--- config.mk ---
export PLATFORM = sky130hd
export DESIGN_NAME = rpms_sequencer
export DESIGN_NICKNAME = d
export VERILOG_FILES = /design/src/core/rpms_pkg.sv /design/src/core/rpms_sequencer.sv
export SDC_FILE = /design/constraint.sdc
export NUM_CORES = 1
export LEC_CHECK = 0
export BUFFER_PORTS_ARGS = -buffer_cell sky130_fd_sc_hd__buf_4
export CAP_MARGIN = 40
export CORE_ASPECT_RATIO = 0.8
export CORE_MARGIN = 5
export CORE_UTILIZATION = 52
export CTS_CLUSTER_DIAMETER = 60
export DETAILED_ROUTE_END_ITERATION = 10
export HOLD_SLACK_MARGIN = 0.02
export PLACE_DENSITY_LB_ADDON = 0.2
export SLEW_MARGIN = 20
export SYNTH_ARGS = -nofsm -noshare
export SYNTH_HDL_FRONTEND = slang
export SYNTH_SLANG_ARGS = --single-unit
export TNS_END_PERCENT = 50
--- constraint.sdc ---
create_clock -name clk_i -period 2.5 [get_ports clk_i]
set_input_delay 0.375 -clock clk_i [delete_from_list [all_inputs] [get_ports clk_i]]
set_output_delay 0.375 -clock clk_i [all_outputs]
set_load 0.03 [all_outputs]
--- src/core/rpms_pkg.sv ---
package rpms_pkg;
  // ----------------------------------------------------------------
  // Chip status control register layout
  // ----------------------------------------------------------------
  localparam int CSC_STANDBY_BIT = 7;
  localparam int CSC_RF_EN_BIT = 5;
  localparam int CSC_HALF_PWR_BIT = 4;
  localparam int CSC_RX_EN_BIT = 1;
  localparam int CSC_SUPPLY_BIT = 0;
  localparam logic [7:0] CSC_RESET = 8'h01; // 5 V supply selected

  // ----------------------------------------------------------------
  // Timing
  // ----------------------------------------------------------------
  localparam int CLK_PERIOD_NS = 40;
  localparam int AUX_TIMEOUT_US = 100;
  localparam int AUX_TIMEOUT_CYC = (AUX_TIMEOUT_US * 1000) / CLK_PERIOD_NS;
  localparam int SETTLE_US = 1500;
  localparam int SETTLE_CYC = (SETTLE_US * 1000 + CLK_PERIOD_NS - 1) / CLK_PERIOD_NS;

  // ----------------------------------------------------------------
  // Reported power mode codes
  // ----------------------------------------------------------------
  localparam logic [2:0] PM_DOWN = 3'h0;
  localparam logic [2:0] PM_SLEEP = 3'h1;
  localparam logic [2:0] PM_START = 3'h2;
  localparam logic [2:0] PM_STANDBY = 3'h3;
  localparam logic [2:0] PM_MODE1 = 3'h4;
  localparam logic [2:0] PM_MODE2 = 3'h5;
  localparam logic [2:0] PM_MODE34 = 3'h6;

  typedef enum logic [2:0] {
    S_DOWN,
    S_SLEEP,
    S_START,
    S_AUXW,
    S_ACT
  } rpms_state_t;

  // Active mode from the control bits; standby outranks RF bits
  function automatic logic [2:0] rpms_csc_mode(input logic [7:0] c);
    if (c[CSC_STANDBY_BIT]) return PM_STANDBY;
    else if (c[CSC_RF_EN_BIT]) return PM_MODE34;
    else if (c[CSC_RX_EN_BIT]) return PM_MODE2;
    else return PM_MODE1;
  endfunction : rpms_csc_mode
endpackage : rpms_pkg

--- src/core/rpms_sequencer.sv ---
`timescale 1ns/1ps
`default_nettype none

module rpms_sequencer import rpms_pkg::*; #(
  parameter int SETTLE_CYCLES = SETTLE_CYC,
  parameter int TIMEOUT_CYCLES = AUX_TIMEOUT_CYC
) (
  input wire logic clk_i,
  input wire logic rst_i,
  input wire logic primary_wake_i,
  input wire logic auxiliary_wake_pin_i,
  input wire logic reg_settled_i,
  input wire logic osc_stable_i,
  input wire logic csc_we_i,
  input wire logic [7:0] csc_wdata_i,
  output logic [7:0] csc_rdata_o,
  output logic host_ready_o,
  output logic reg_en_o,
  output logic osc_en_o,
  output logic host_rail_o,
  output logic aux_clk_sel_o,
  output logic host_clock_output_hf_o,
  output logic tx_en_o,
  output logic rx_en_o,
  output logic half_power_o,
  output logic supply_3v_o,
  output logic [2:0] power_mode_o
);

  // ----------------------------------------------------------------
  // Parameter checks
  // ----------------------------------------------------------------
  if (SETTLE_CYCLES < 1 || SETTLE_CYCLES >= (1 << 20)) begin : g_bad_settle
    $error("SETTLE_CYCLES out of range");
  end
  if (TIMEOUT_CYCLES < 1 || TIMEOUT_CYCLES >= (1 << 20)) begin : g_bad_tmo
    $error("TIMEOUT_CYCLES out of range");
  end

  localparam logic [19:0] SETTLE_LAST = 20'(SETTLE_CYCLES - 1);
  localparam logic [19:0] TMO_LAST = 20'(TIMEOUT_CYCLES - 1);

  // ----------------------------------------------------------------
  // Input synchronisers
  // ----------------------------------------------------------------
  // Pins and analog flags are asynchronous; a change counts only when
  // stages two and three agree, which also rejects single-cycle glitches.
  logic [3:0] raw_in;
  logic [3:0] sync1_r;
  logic [3:0] sync2_r;
  logic [3:0] sync3_r;
  logic [3:0] filt_r;
  logic [3:0] filt_nxt;
  assign raw_in = {osc_stable_i, reg_settled_i, auxiliary_wake_pin_i, primary_wake_i};

  genvar gi;
  for (gi = 0; gi < 4; gi++) begin : g_sync
    always_comb begin
      filt_nxt[gi] = (sync2_r[gi] == sync3_r[gi]) ? sync3_r[gi] : filt_r[gi];
    end
    always_ff @(posedge clk_i or posedge rst_i) begin
      if (rst_i) begin
        sync1_r[gi] <= 1'b0;
        sync2_r[gi] <= 1'b0;
        sync3_r[gi] <= 1'b0;
        filt_r[gi] <= 1'b0;
      end else begin
        sync1_r[gi] <= raw_in[gi];
        sync2_r[gi] <= sync1_r[gi];
        sync3_r[gi] <= sync2_r[gi];
        filt_r[gi] <= filt_nxt[gi];
      end
    end
  end

  logic en_f;
  logic aux_f;
  logic settled_f;
  logic osc_f;
  logic aux_rise;
  assign en_f = filt_r[0];
  assign aux_f = filt_r[1];
  assign settled_f = filt_r[2];
  assign osc_f = filt_r[3];
  assign aux_rise = filt_nxt[1] & ~filt_r[1];

  // ----------------------------------------------------------------
  // Power sequencing state
  // ----------------------------------------------------------------
  rpms_state_t state_r;
  rpms_state_t state_nxt;
  logic from_aux_r;
  logic from_aux_nxt;
  logic [19:0] cnt_r;
  logic [19:0] cnt_nxt;
  logic [7:0] csc_r;
  logic [7:0] csc_nxt;
  logic start_done;

  assign start_done = (cnt_r >= SETTLE_LAST) & settled_f & osc_f;

  // Next state, wake bookkeeping, settle and timeout counters
  always_comb begin
    state_nxt = state_r;
    from_aux_nxt = from_aux_r;
    cnt_nxt = cnt_r;
    case (state_r)
      S_DOWN, S_SLEEP: begin
        cnt_nxt = '0;
        if (en_f) begin
          state_nxt = S_START;
          from_aux_nxt = 1'b0;
        end else if (state_r == S_DOWN && aux_rise) begin
          state_nxt = S_START;
          from_aux_nxt = 1'b1;
        end else if (aux_f && state_r == S_SLEEP) begin
          state_nxt = S_SLEEP;
        end else begin
          state_nxt = S_DOWN;
        end
      end
      S_START: begin
        if (cnt_r < SETTLE_LAST) begin
          cnt_nxt = cnt_r + 20'h00001;
        end
        if (!from_aux_r && !en_f) begin
          // Primary wake withdrawn before the clock switch
          state_nxt = aux_f ? S_SLEEP : S_DOWN;
        end else if (start_done) begin
          cnt_nxt = '0;
          state_nxt = (from_aux_r && !en_f) ? S_AUXW : S_ACT;
        end
      end
      S_AUXW: begin
        cnt_nxt = cnt_r + 20'h00001;
        if (en_f) begin
          state_nxt = S_ACT;
        end else if (cnt_r >= TMO_LAST) begin
          state_nxt = S_DOWN;
        end
      end
      S_ACT: begin
        cnt_nxt = '0;
        if (!en_f) begin
          state_nxt = aux_f ? S_SLEEP : S_DOWN;
        end
      end
      default: begin
        state_nxt = S_DOWN;
        cnt_nxt = '0;
      end
    endcase
  end

  // Control register; contents are lost with the supply in power-down
  always_comb begin
    csc_nxt = csc_r;
    if (state_nxt == S_DOWN) begin
      csc_nxt = CSC_RESET;
    end else if (csc_we_i && host_ready_o) begin
      csc_nxt = csc_wdata_i;
    end
  end

  // ----------------------------------------------------------------
  // Output decode, registered so each output leaves a flip-flop
  // ----------------------------------------------------------------
  logic ready_nxt;
  logic reg_en_nxt;
  logic rail_nxt;
  logic aux_clk_nxt;
  logic hf_nxt;
  logic tx_nxt;
  logic rx_nxt;
  logic [2:0] mode_nxt;

  always_comb begin
    ready_nxt = 1'b0;
    reg_en_nxt = 1'b0;
    rail_nxt = 1'b0;
    aux_clk_nxt = 1'b0;
    hf_nxt = 1'b0;
    tx_nxt = 1'b0;
    rx_nxt = 1'b0;
    mode_nxt = PM_DOWN;
    case (state_nxt)
      S_SLEEP: begin
        rail_nxt = 1'b1;
        aux_clk_nxt = 1'b1;
        mode_nxt = PM_SLEEP;
      end
      S_START: begin
        reg_en_nxt = 1'b1;
        rail_nxt = 1'b1;
        aux_clk_nxt = 1'b1; // Host runs on the slow clock meanwhile
        mode_nxt = PM_START;
      end
      S_AUXW, S_ACT: begin
        reg_en_nxt = 1'b1;
        rail_nxt = 1'b1;
        hf_nxt = 1'b1;
        ready_nxt = 1'b1;
        mode_nxt = rpms_csc_mode(csc_nxt);
        tx_nxt = (mode_nxt == PM_MODE34);
        rx_nxt = (mode_nxt == PM_MODE34) || (mode_nxt == PM_MODE2);
      end
      default: begin
        mode_nxt = PM_DOWN;
      end
    endcase
  end

  always_ff @(posedge clk_i or posedge rst_i) begin
    if (rst_i) begin
      state_r <= S_DOWN;
      from_aux_r <= 1'b0;
      cnt_r <= '0;
      csc_r <= CSC_RESET;
      csc_rdata_o <= CSC_RESET;
      host_ready_o <= 1'b0;
      reg_en_o <= 1'b0;
      osc_en_o <= 1'b0;
      host_rail_o <= 1'b0;
      aux_clk_sel_o <= 1'b0;
      host_clock_output_hf_o <= 1'b0;
      tx_en_o <= 1'b0;
      rx_en_o <= 1'b0;
      half_power_o <= 1'b0;
      supply_3v_o <= 1'b0;
      power_mode_o <= PM_DOWN;
    end else begin
      state_r <= state_nxt;
      from_aux_r <= from_aux_nxt;
      cnt_r <= cnt_nxt;
      csc_r <= csc_nxt;
      csc_rdata_o <= csc_nxt;
      host_ready_o <= ready_nxt;
      reg_en_o <= reg_en_nxt;
      osc_en_o <= reg_en_nxt;
      host_rail_o <= rail_nxt;
      aux_clk_sel_o <= aux_clk_nxt;
      host_clock_output_hf_o <= hf_nxt;
      tx_en_o <= tx_nxt;
      rx_en_o <= rx_nxt;
      half_power_o <= tx_nxt & csc_nxt[CSC_HALF_PWR_BIT];
      supply_3v_o <= ~csc_nxt[CSC_SUPPLY_BIT];
      power_mode_o <= mode_nxt;
    end
  end
endmodule : rpms_sequencer

`default_nettype wire

==> results of run 1 <==
-- per-stage QoR --
| step | power, mW | utilization (%) | setup slack, ns | cell area, um2 |
|---|---|---|---|---|
| after floorplan | 2.148 | - | 0.08564 | 2864 |
| after global placement | 2.548 | 61.09 | 0.1044 | 3302 |
| after detailed placement | 2.575 | 61.09 | 0.06791 | 3302 |
| after CTS | 3.444 | 64.81 | 0.05321 | 3503 |
| after global routing | 3.654 | 65.39 | 0.03375 | 3535 |
| final | 3.440 | 65.39 | 0.2165 | 3535 |
-- worst max-delay path by stage --
stage / from / endpoint / slack [ns]
final: cnt_r[7] / csc_r[0] / 0.22
after floorplan: cnt_r[10] / supply_3v_o / 0.09
after CTS: cnt_r[19] / tx_en_o / 0.05
after global routing: cnt_r[0] / cnt_r[6] / 0.03
after global placement: cnt_r[0] / tx_en_o / 0.10
after detailed placement: cnt_r[19] / tx_en_o / 0.07
-- layout make-up --
type	instances	area [um2]
Tap cell	65	81.33
Multi-Input combinational cell	195	1272
Timing Repair Buffer	60	470.5
Clock buffer	9	123.9
Sequential cell	59	1479
Inverter	8	30.03
Clock inverter	7	77.57
Fill cell	433	1871
-- state kept, by name, summed over array words and instances (netlist names) --
register and count:
aux_f 1, osc_f 1, cnt_r 20, settled_f 1, en_f 1, host_rail_o 1, rx_en_o 1, sync1_r 4
state_r 3, supply_3v_o 1, from_aux_r 1, sync3_r 4, power_mode_o 3, sync2_r 4, tx_en_o 1, half_power_o 1
aux_clk_sel_o 1, osc_en_o 1, csc_r 8, host_clock_output_hf_o 1
-- worst register-to-register path, cell delays in order, from the launching register on --
cell and delay, ns:
dfrtp_1 0.37, or4_4 0.54, nor4_4 0.23, nand2_2 0.12, a2111oi_4 0.41, nor3_2 0.06, buf_4 0.18, a221o_1 0.29
-- kinds of logic (layout without fill, tap and decap cells) --
| kind of cell | count (synthesis) | after routing | share of synthesized area [%] |
|---|---|---|---|
| flops | 59 | 59 | 51.59 |
| mux | 8 | 8 | 2.840 |
| buf+inv | 23 | 84 | 4.063 |
| fa+ha+maj | 4 | 4 | 1.485 |
| simple gates | 100 | 100 | 19.27 |
| xor+xnor | 1 | 1 | 0.3059 |
| compound gates | 82 | 82 | 20.45 |
-- routing by layer --
layer / vias up / wire length [um] / share of wire (%) / global-route usage (%)
met2: 111 / 3027 / 45 / 27.68
met3: 13 / 584 / 8.6 / 6.614
met1: 1167 / 3069 / 45 / 31.05
li1: 1159 / - / - / -
met5: - / 0 / 0 / 0
met4: 0 / 109 / 1.6 / 5.857
-- Yosys cell counts (6+ instances only) --
cell type  count  area (um2)
nand2_1       19       71.32
nor2_1        17       63.81
mux2i_1        7       70.07
nor4_1         6       37.54
inv_1          7       26.28
a21oi_1       23       115.1
nand3_1       14       70.07
a31oi_1       11       68.82
nor3_1         6       30.03
o21ai_0       15       75.07
dfrtp_1       58        1451
clkbuf_1      10       37.54
and3_1         8       50.05
-- power by group through the flow --
stage / Combinational (mW) / Clock [mW] / Sequential, mW
finish: 1.31 / 0.872 / 1.26
floorplan: 0.715 / 0 / 1.43
CTS: 1.30 / 0.885 / 1.26
detailed placement: 1.30 / 0 / 1.28
global placement: 1.28 / 0 / 1.27
global route: 1.42 / 0.943 / 1.29
-- timing repair --
item,in CTS,in global routing
endpoints found under the setup margin,0,19
hold endpoints to repair,0,0
hold buffers,0,0
resized for setup,0,3
==> metrics.md, run 1 <==
| Metric | Value |
|---|---|
| Post-detailed-route via-to-cell ratio | `6.079` |
| Hold Path Class | `in -> async` |
| Synth warn | `0` |
| WL final | `6789 um` |
| F_max | `437.9 MHz` |
| Share of the yosys chip area belonging to registers | `51.59%` |
| Vert. Die Dim | `76.38 um` |
| Asr flop ratio synth | `100.0%` |
| Fin cells | `403` |
| Clk_skew | `0.01077 ns` |
| Max Slew Vio Count | `0` |
| GRT Total Usage | `20.44%` |
| Max_cap viols | `0` |
| Crit path max-delay family | `simple AND/OR/NAND/NOR gates` |
| Clock Tree Buf Depth | `2` |
| First-pass GRT wire length | `11450 um` |
| CP max stage cell | `or4_4` |
| Die ar. | `7101 um2` |
| Final Setup Violations | `0` |
| Worst-Skew Late Latency | `0.34 ns` |
| Combinational share of power | `38.1%` |
| Initial antenna violation count | `0` |
| First-iteration detailed-routing DRC count | `189` |
| Diodes inserted | `0` |
| Setup TNS | `0 ns` |
| Crit path buf inv count | `1` |
| Antenna-violating nets left | `0` |
| Post-CTS setup repair buffer count | `0` |
| RR Startpoint | `cnt_r[7]` |
| Post-synth top flop | `dfrtp_1` |
| Drt pass-1 iters | `5` |
| R2r endpoint | `csc_r[0]` |
| Synthesized area per cell | `10.34 um2` |
| DR WL/cell | `16.85 um` |
| Cell count after synthesis | `277` |
| Core area | `5405 um2` |
| Net count, final | `349` |
| Cell internal pwr | `2.098 mW` |
| Sw Ratio | `39.00%` |
| Kind of critical path | `reg -> reg` |
| NetSw | `1.342 mW` |
| Die W | `92.98 um` |
| Worst R2R Setup Slack | `0.22 ns` |
| PD cells | `973.3 nW/um2` |
| Critical path fanouts, max | `11` |
| Critical-path cell list | `or4_4 > nor4_4 > nand2_2 > a2111oi_4 > nor3_2 > buf_4 > a221o_1` |
| Synth cell types | `61` |
| Largest net degree at the start of global routing | `42` |
| IR drop worst, VDD | `0.5391 mV` |
| H-tree Lvls | `3` |
| Slew @ Worst Pin | `0.5168 ns` |
| Grt total ovfl | `0` |
| Final Hold Fails | `0` |
| Critical path arrival | `2.55 ns` |
| Mapped Area | `2864 um2` |
| Vias | `2450` |
| Cell depth of the worst setup path | `7` |
| Reg clk slew, reported paths | `0.07 ns` |
| Final hold slack | `0.02085 ns` |
| Worst setup SP type | `flip-flop` |
| Sequential Power Share | `36.6%` |
| Hpwl dp | `4959 um` |
| Core Rows | `24` |
| Most frequent cells in the layout | `buf_4 (59), dfrtp_1 (57), a21oi_1 (23), nand2_1 (19), nor2_1 (16)` |
| Outcome | `complete, no violations` |
| CTS Buf Count | `9` |
| Final Critical Period | `2.284 ns` |
| Crit end category | `flip-flop` |
| Relative max-transition margin | `64.56%` |
| Max incr delay on CP | `0.54 ns` |
| Post-synth EDFFs | `0` |
| Top-Level Pins | `36` |
| RSZ-0062 raised after global routing | `no` |
| CTS tree | `yes` |
| Clock share of power | `25.3%` |
| Lkg Pwr | `1.626 nW` |
| Post-synth net total | `293` |
| Commonest non-fill, non-tap cell in the layout | `buf_4` |
| Worst Path Required | `2.77 ns` |
| Initial core utilization | `52.99%` |
| Gpl congestion | `0.9072` |
| Synth Register Bits | `59` |
| Vias in the first global route | `2241` |
| Placed cells | `386` |
| TritonCTS Sinks | `59` |
| Ratio of cells with drive above 1 in the final layout | `29.88%` |
| Register-to-Register Path Depth | `7` |
| Clk root buf | `clkbuf_8` |
| Synth-to-layout area growth | `23.42%` |
| DRC viols | `0` |
| Final period util | `91.34%` |
| IO buf count | `35` |
Power figures use the tool's default switching activity.
==> run 2, diff against run 1 <==
--- a/config.mk
+++ b/config.mk
@@ -8,12 +8,12 @@
 export BUFFER_PORTS_ARGS = -buffer_cell sky130_fd_sc_hd__buf_4
 export CAP_MARGIN = 40
 export CORE_ASPECT_RATIO = 0.8
-export CORE_MARGIN = 5
-export CORE_UTILIZATION = 52
+export CORE_UTILIZATION = 35
 export CTS_CLUSTER_DIAMETER = 60
 export DETAILED_ROUTE_END_ITERATION = 10
 export HOLD_SLACK_MARGIN = 0.02
 export PLACE_DENSITY_LB_ADDON = 0.2
+export SETUP_SLACK_MARGIN = 0.3
 export SLEW_MARGIN = 20
 export SYNTH_ARGS = -nofsm -noshare
 export SYNTH_HDL_FRONTEND = slang
==> run 2 against run 1 <==
Clock skew shrank 0.0039 ns. Die area up 20%. Sequential cell count is the same. Sequential power about the same. Fmax decreased by 2.3%. Global-route usage down 1.8 points. Utilization is 18 points lower. Setup slack worse by 0.054 ns. Largest cell class unchanged. Critical endpoint unchanged. Wire length grew 2.7%. Hold slack gained 0.10 ns. Count of clock-buffer cells in the layout is the same.
==> metrics.md, run 2 (same netlist as run 1, synthesis figures left out) <==
| Metric | Value |
|---|---|
| Outcome | `complete, no violations` |
| Vias in the first global route | `2346 (+4.7%)` |
| H-tree Lvls | `3 (unchanged)` |
| Core Rows | `29 (+21%)` |
| Critical path arrival | `2.61 ns (+0.06 ns)` |
| Clk_skew | `0.006821 ns (-0.003944 ns)` |
| Hold Path Class | `in -> async` |
| Reg clk slew, reported paths | `0.07 ns (about the same)` |
| CTS tree | `yes` |
| Ratio of cells with drive above 1 in the final layout | `35.67% (+5.8 points)` |
| Placed cells | `423 (+9.6%)` |
| Most flops, register | `cnt_r` |
| Largest net degree at the start of global routing | `31 (-26%)` |
| IO buf count | `35 (unchanged)` |
| Final core occ | `47.13% (-18 points)` |
| DP Worst Slack | `0.06695 ns (-0.0009603 ns)` |
| Max reg flops | `20 (unchanged)` |
| CTS Buf Count | `9 (unchanged)` |
| Diodes inserted | `0 (unchanged)` |
| Final period util | `93.50% (+2.2 points)` |
| RR Startpoint | `cnt_r[10]` |
| Lkg Pwr | `1.658 nW (+2.0%)` |
| Initial core utilization | `36.04% (-17 points)` |
| Final Hold Fails | `0 (unchanged)` |
| DRC viols | `0 (unchanged)` |
| Gpl congestion | `0.9048 (-0.26%)` |
| Crit end category | `flip-flop` |
| Synth-to-layout area growth | `30.76%` |
| GRT Total Usage | `18.68% (-1.8 points)` |
| Max_cap viols | `0 (unchanged)` |
| Core area | `7946 um2 (+47%)` |
| Leading registers by flop count | `cnt_r: 20 flops, csc_r: 8 flops` |
| Critical path fanouts, max | `5 (-6)` |
| Drt pass-1 iters | `4 (-1)` |
| Final Power | `3.594 mW (+4.5%)` |
| F_max | `427.8 MHz (-2.3%)` |
| Relative max-transition margin | `56.39% (-8.2 points)` |
| Clk root buf | `clkbuf_8` |
| Slew @ Worst Pin | `0.6532 ns (+0.1364 ns)` |
| Final Setup Violations | `0 (unchanged)` |
| Net count, final | `353 (+1.1%)` |
| First-iteration detailed-routing DRC count | `196 (+3.7%)` |
| Worst-Skew Late Latency | `0.34 ns (about the same)` |
| Top-Level Pins | `36 (unchanged)` |
| CTS Hold Buffers Added | `0 (unchanged)` |
| Fin cells | `450 (+12%)` |
| Initial antenna violation count | `0 (unchanged)` |
| Max Slew Vio Count | `0 (unchanged)` |
| TritonCTS Sinks | `59 (unchanged)` |
| Post-detailed-route via-to-cell ratio | `5.418 (-11%)` |
| Final Critical Period | `2.338 ns (+0.05410 ns)` |
| IR drop worst, VDD | `0.7017 mV (+30%)` |
| Worst setup SP type | `flip-flop` |
| Fillers | `709 (+64%)` |
| RSZ-0062 raised after global routing | `yes` |
| PD cells | `959.8 nW/um2 (-1.4%)` |
| Post-route setup slack | `0.1624 ns (-0.05410 ns)` |
| Most frequent cells in the layout | `dfrtp_1 (58), buf_4 (57), nand2_1 (19), nor2_1 (16), a21oi_1 (16)` |
| Antenna-violating nets left | `0 (unchanged)` |
| Vert. Die Dim | `82.91 um (+8.5%)` |
| Worst Setup SP | `cnt_r[10]` |
| WL final | `6969 um (+2.7%)` |
| Vias | `2438 (-0.49%)` |
| Grt total ovfl | `0 (unchanged)` |
| Commonest non-fill, non-tap cell in the layout | `dfrtp_1` |
| Kind of critical path | `reg -> reg` |
| First-pass GRT wire length | `12100 um (+5.6%)` |
| Worst Path Required | `2.77 ns (about the same)` |
| DR WL/cell | `15.49 um (-8.1%)` |
| Setup TNS | `0 ns (unchanged)` |
| Die ar. | `8551 um2 (+20%)` |
| Clock Tree Buf Depth | `2 (unchanged)` |
| Hpwl dp | `4720 um (-4.8%)` |
| Die W | `103.1 um (+11%)` |
run 2: final timing paths:
| check | to | slack (ns) | cells past startpoint |
|---|---|---|---|
| max | csc_r[0] | 0.16 | 8 |
| min | sync2_r[1] | 0.12 | 2 |
| max reg2reg | csc_r[0] | 0.16 | 8 |
| min reg2reg | sync2_r[1] | 0.35 | 0 |
| max in group asynchronous | csc_r[0] | 1.72 | 3 |
| min in group clk_i | sync1_r[0] | 0.13 | 1 |
run 2: worst max-delay path: stages, from the launching register on:
cell,delay [ns]
dfrtp_1,0.38
or4_4,0.55
nor4_4,0.22
buf_4,0.17
and2_4,0.16
o2111a_1,0.24
nor2_1,0.05
buf_4,0.16
a221o_1,0.31
run 2: metrics by stage:
step / hold slack, ns / area (um2)
floorplan: 0.3312 / 2869
global placement: 0.3357 / 3328
detailed placement: 0.3347 / 3328
CTS: 0.1171 / 3676
global route: 0.1119 / 3745
finish: 0.1214 / 3745
run 2: what timing repair did:
action / CTS / global route
pin swaps: 10 / 10
gates cloned: 1 / 0
setup buffers: 10 / 0
endpoints found under the setup margin: 32 / 40
resized for setup: 16 / 14
run 2: cell type report:
class | count | area [um2] | share of cell area [%]
timing repair buffer | 63 | 504.2 | 13.46
tap | 108 | 135.1 | 3.608
clock buffer | 9 | 123.9 | 3.308
inverter | 8 | 30.03 | 0.8019
sequential | 59 | 1478 | 39.46
multi-input combinational | 196 | 1396 | 37.29
clock inverter | 7 | 77.57 | 2.072
run 2: power by group:
part	leakage, nW	total [mW]	internal, mW	switching [mW]
Clock	0.0998	0.879	0.466	0.413
Combinational	0.798	1.45	0.577	0.875
Sequential	0.760	1.26	1.13	0.138
run 2: metal layers:
layer | vias to the layer above | GRT usage [%] | part of all wire [%] | routed length, um
met1 | 1196 | 28.24 | 50 | 3469
met2 | 65 | 25.09 | 44 | 3054
li1 | 1168 | - | - | -
met5 | - | 0 | 0 | 0
met3 | 9 | 4.798 | 5.3 | 371
met4 | 0 | 7.554 | 1.1 | 74
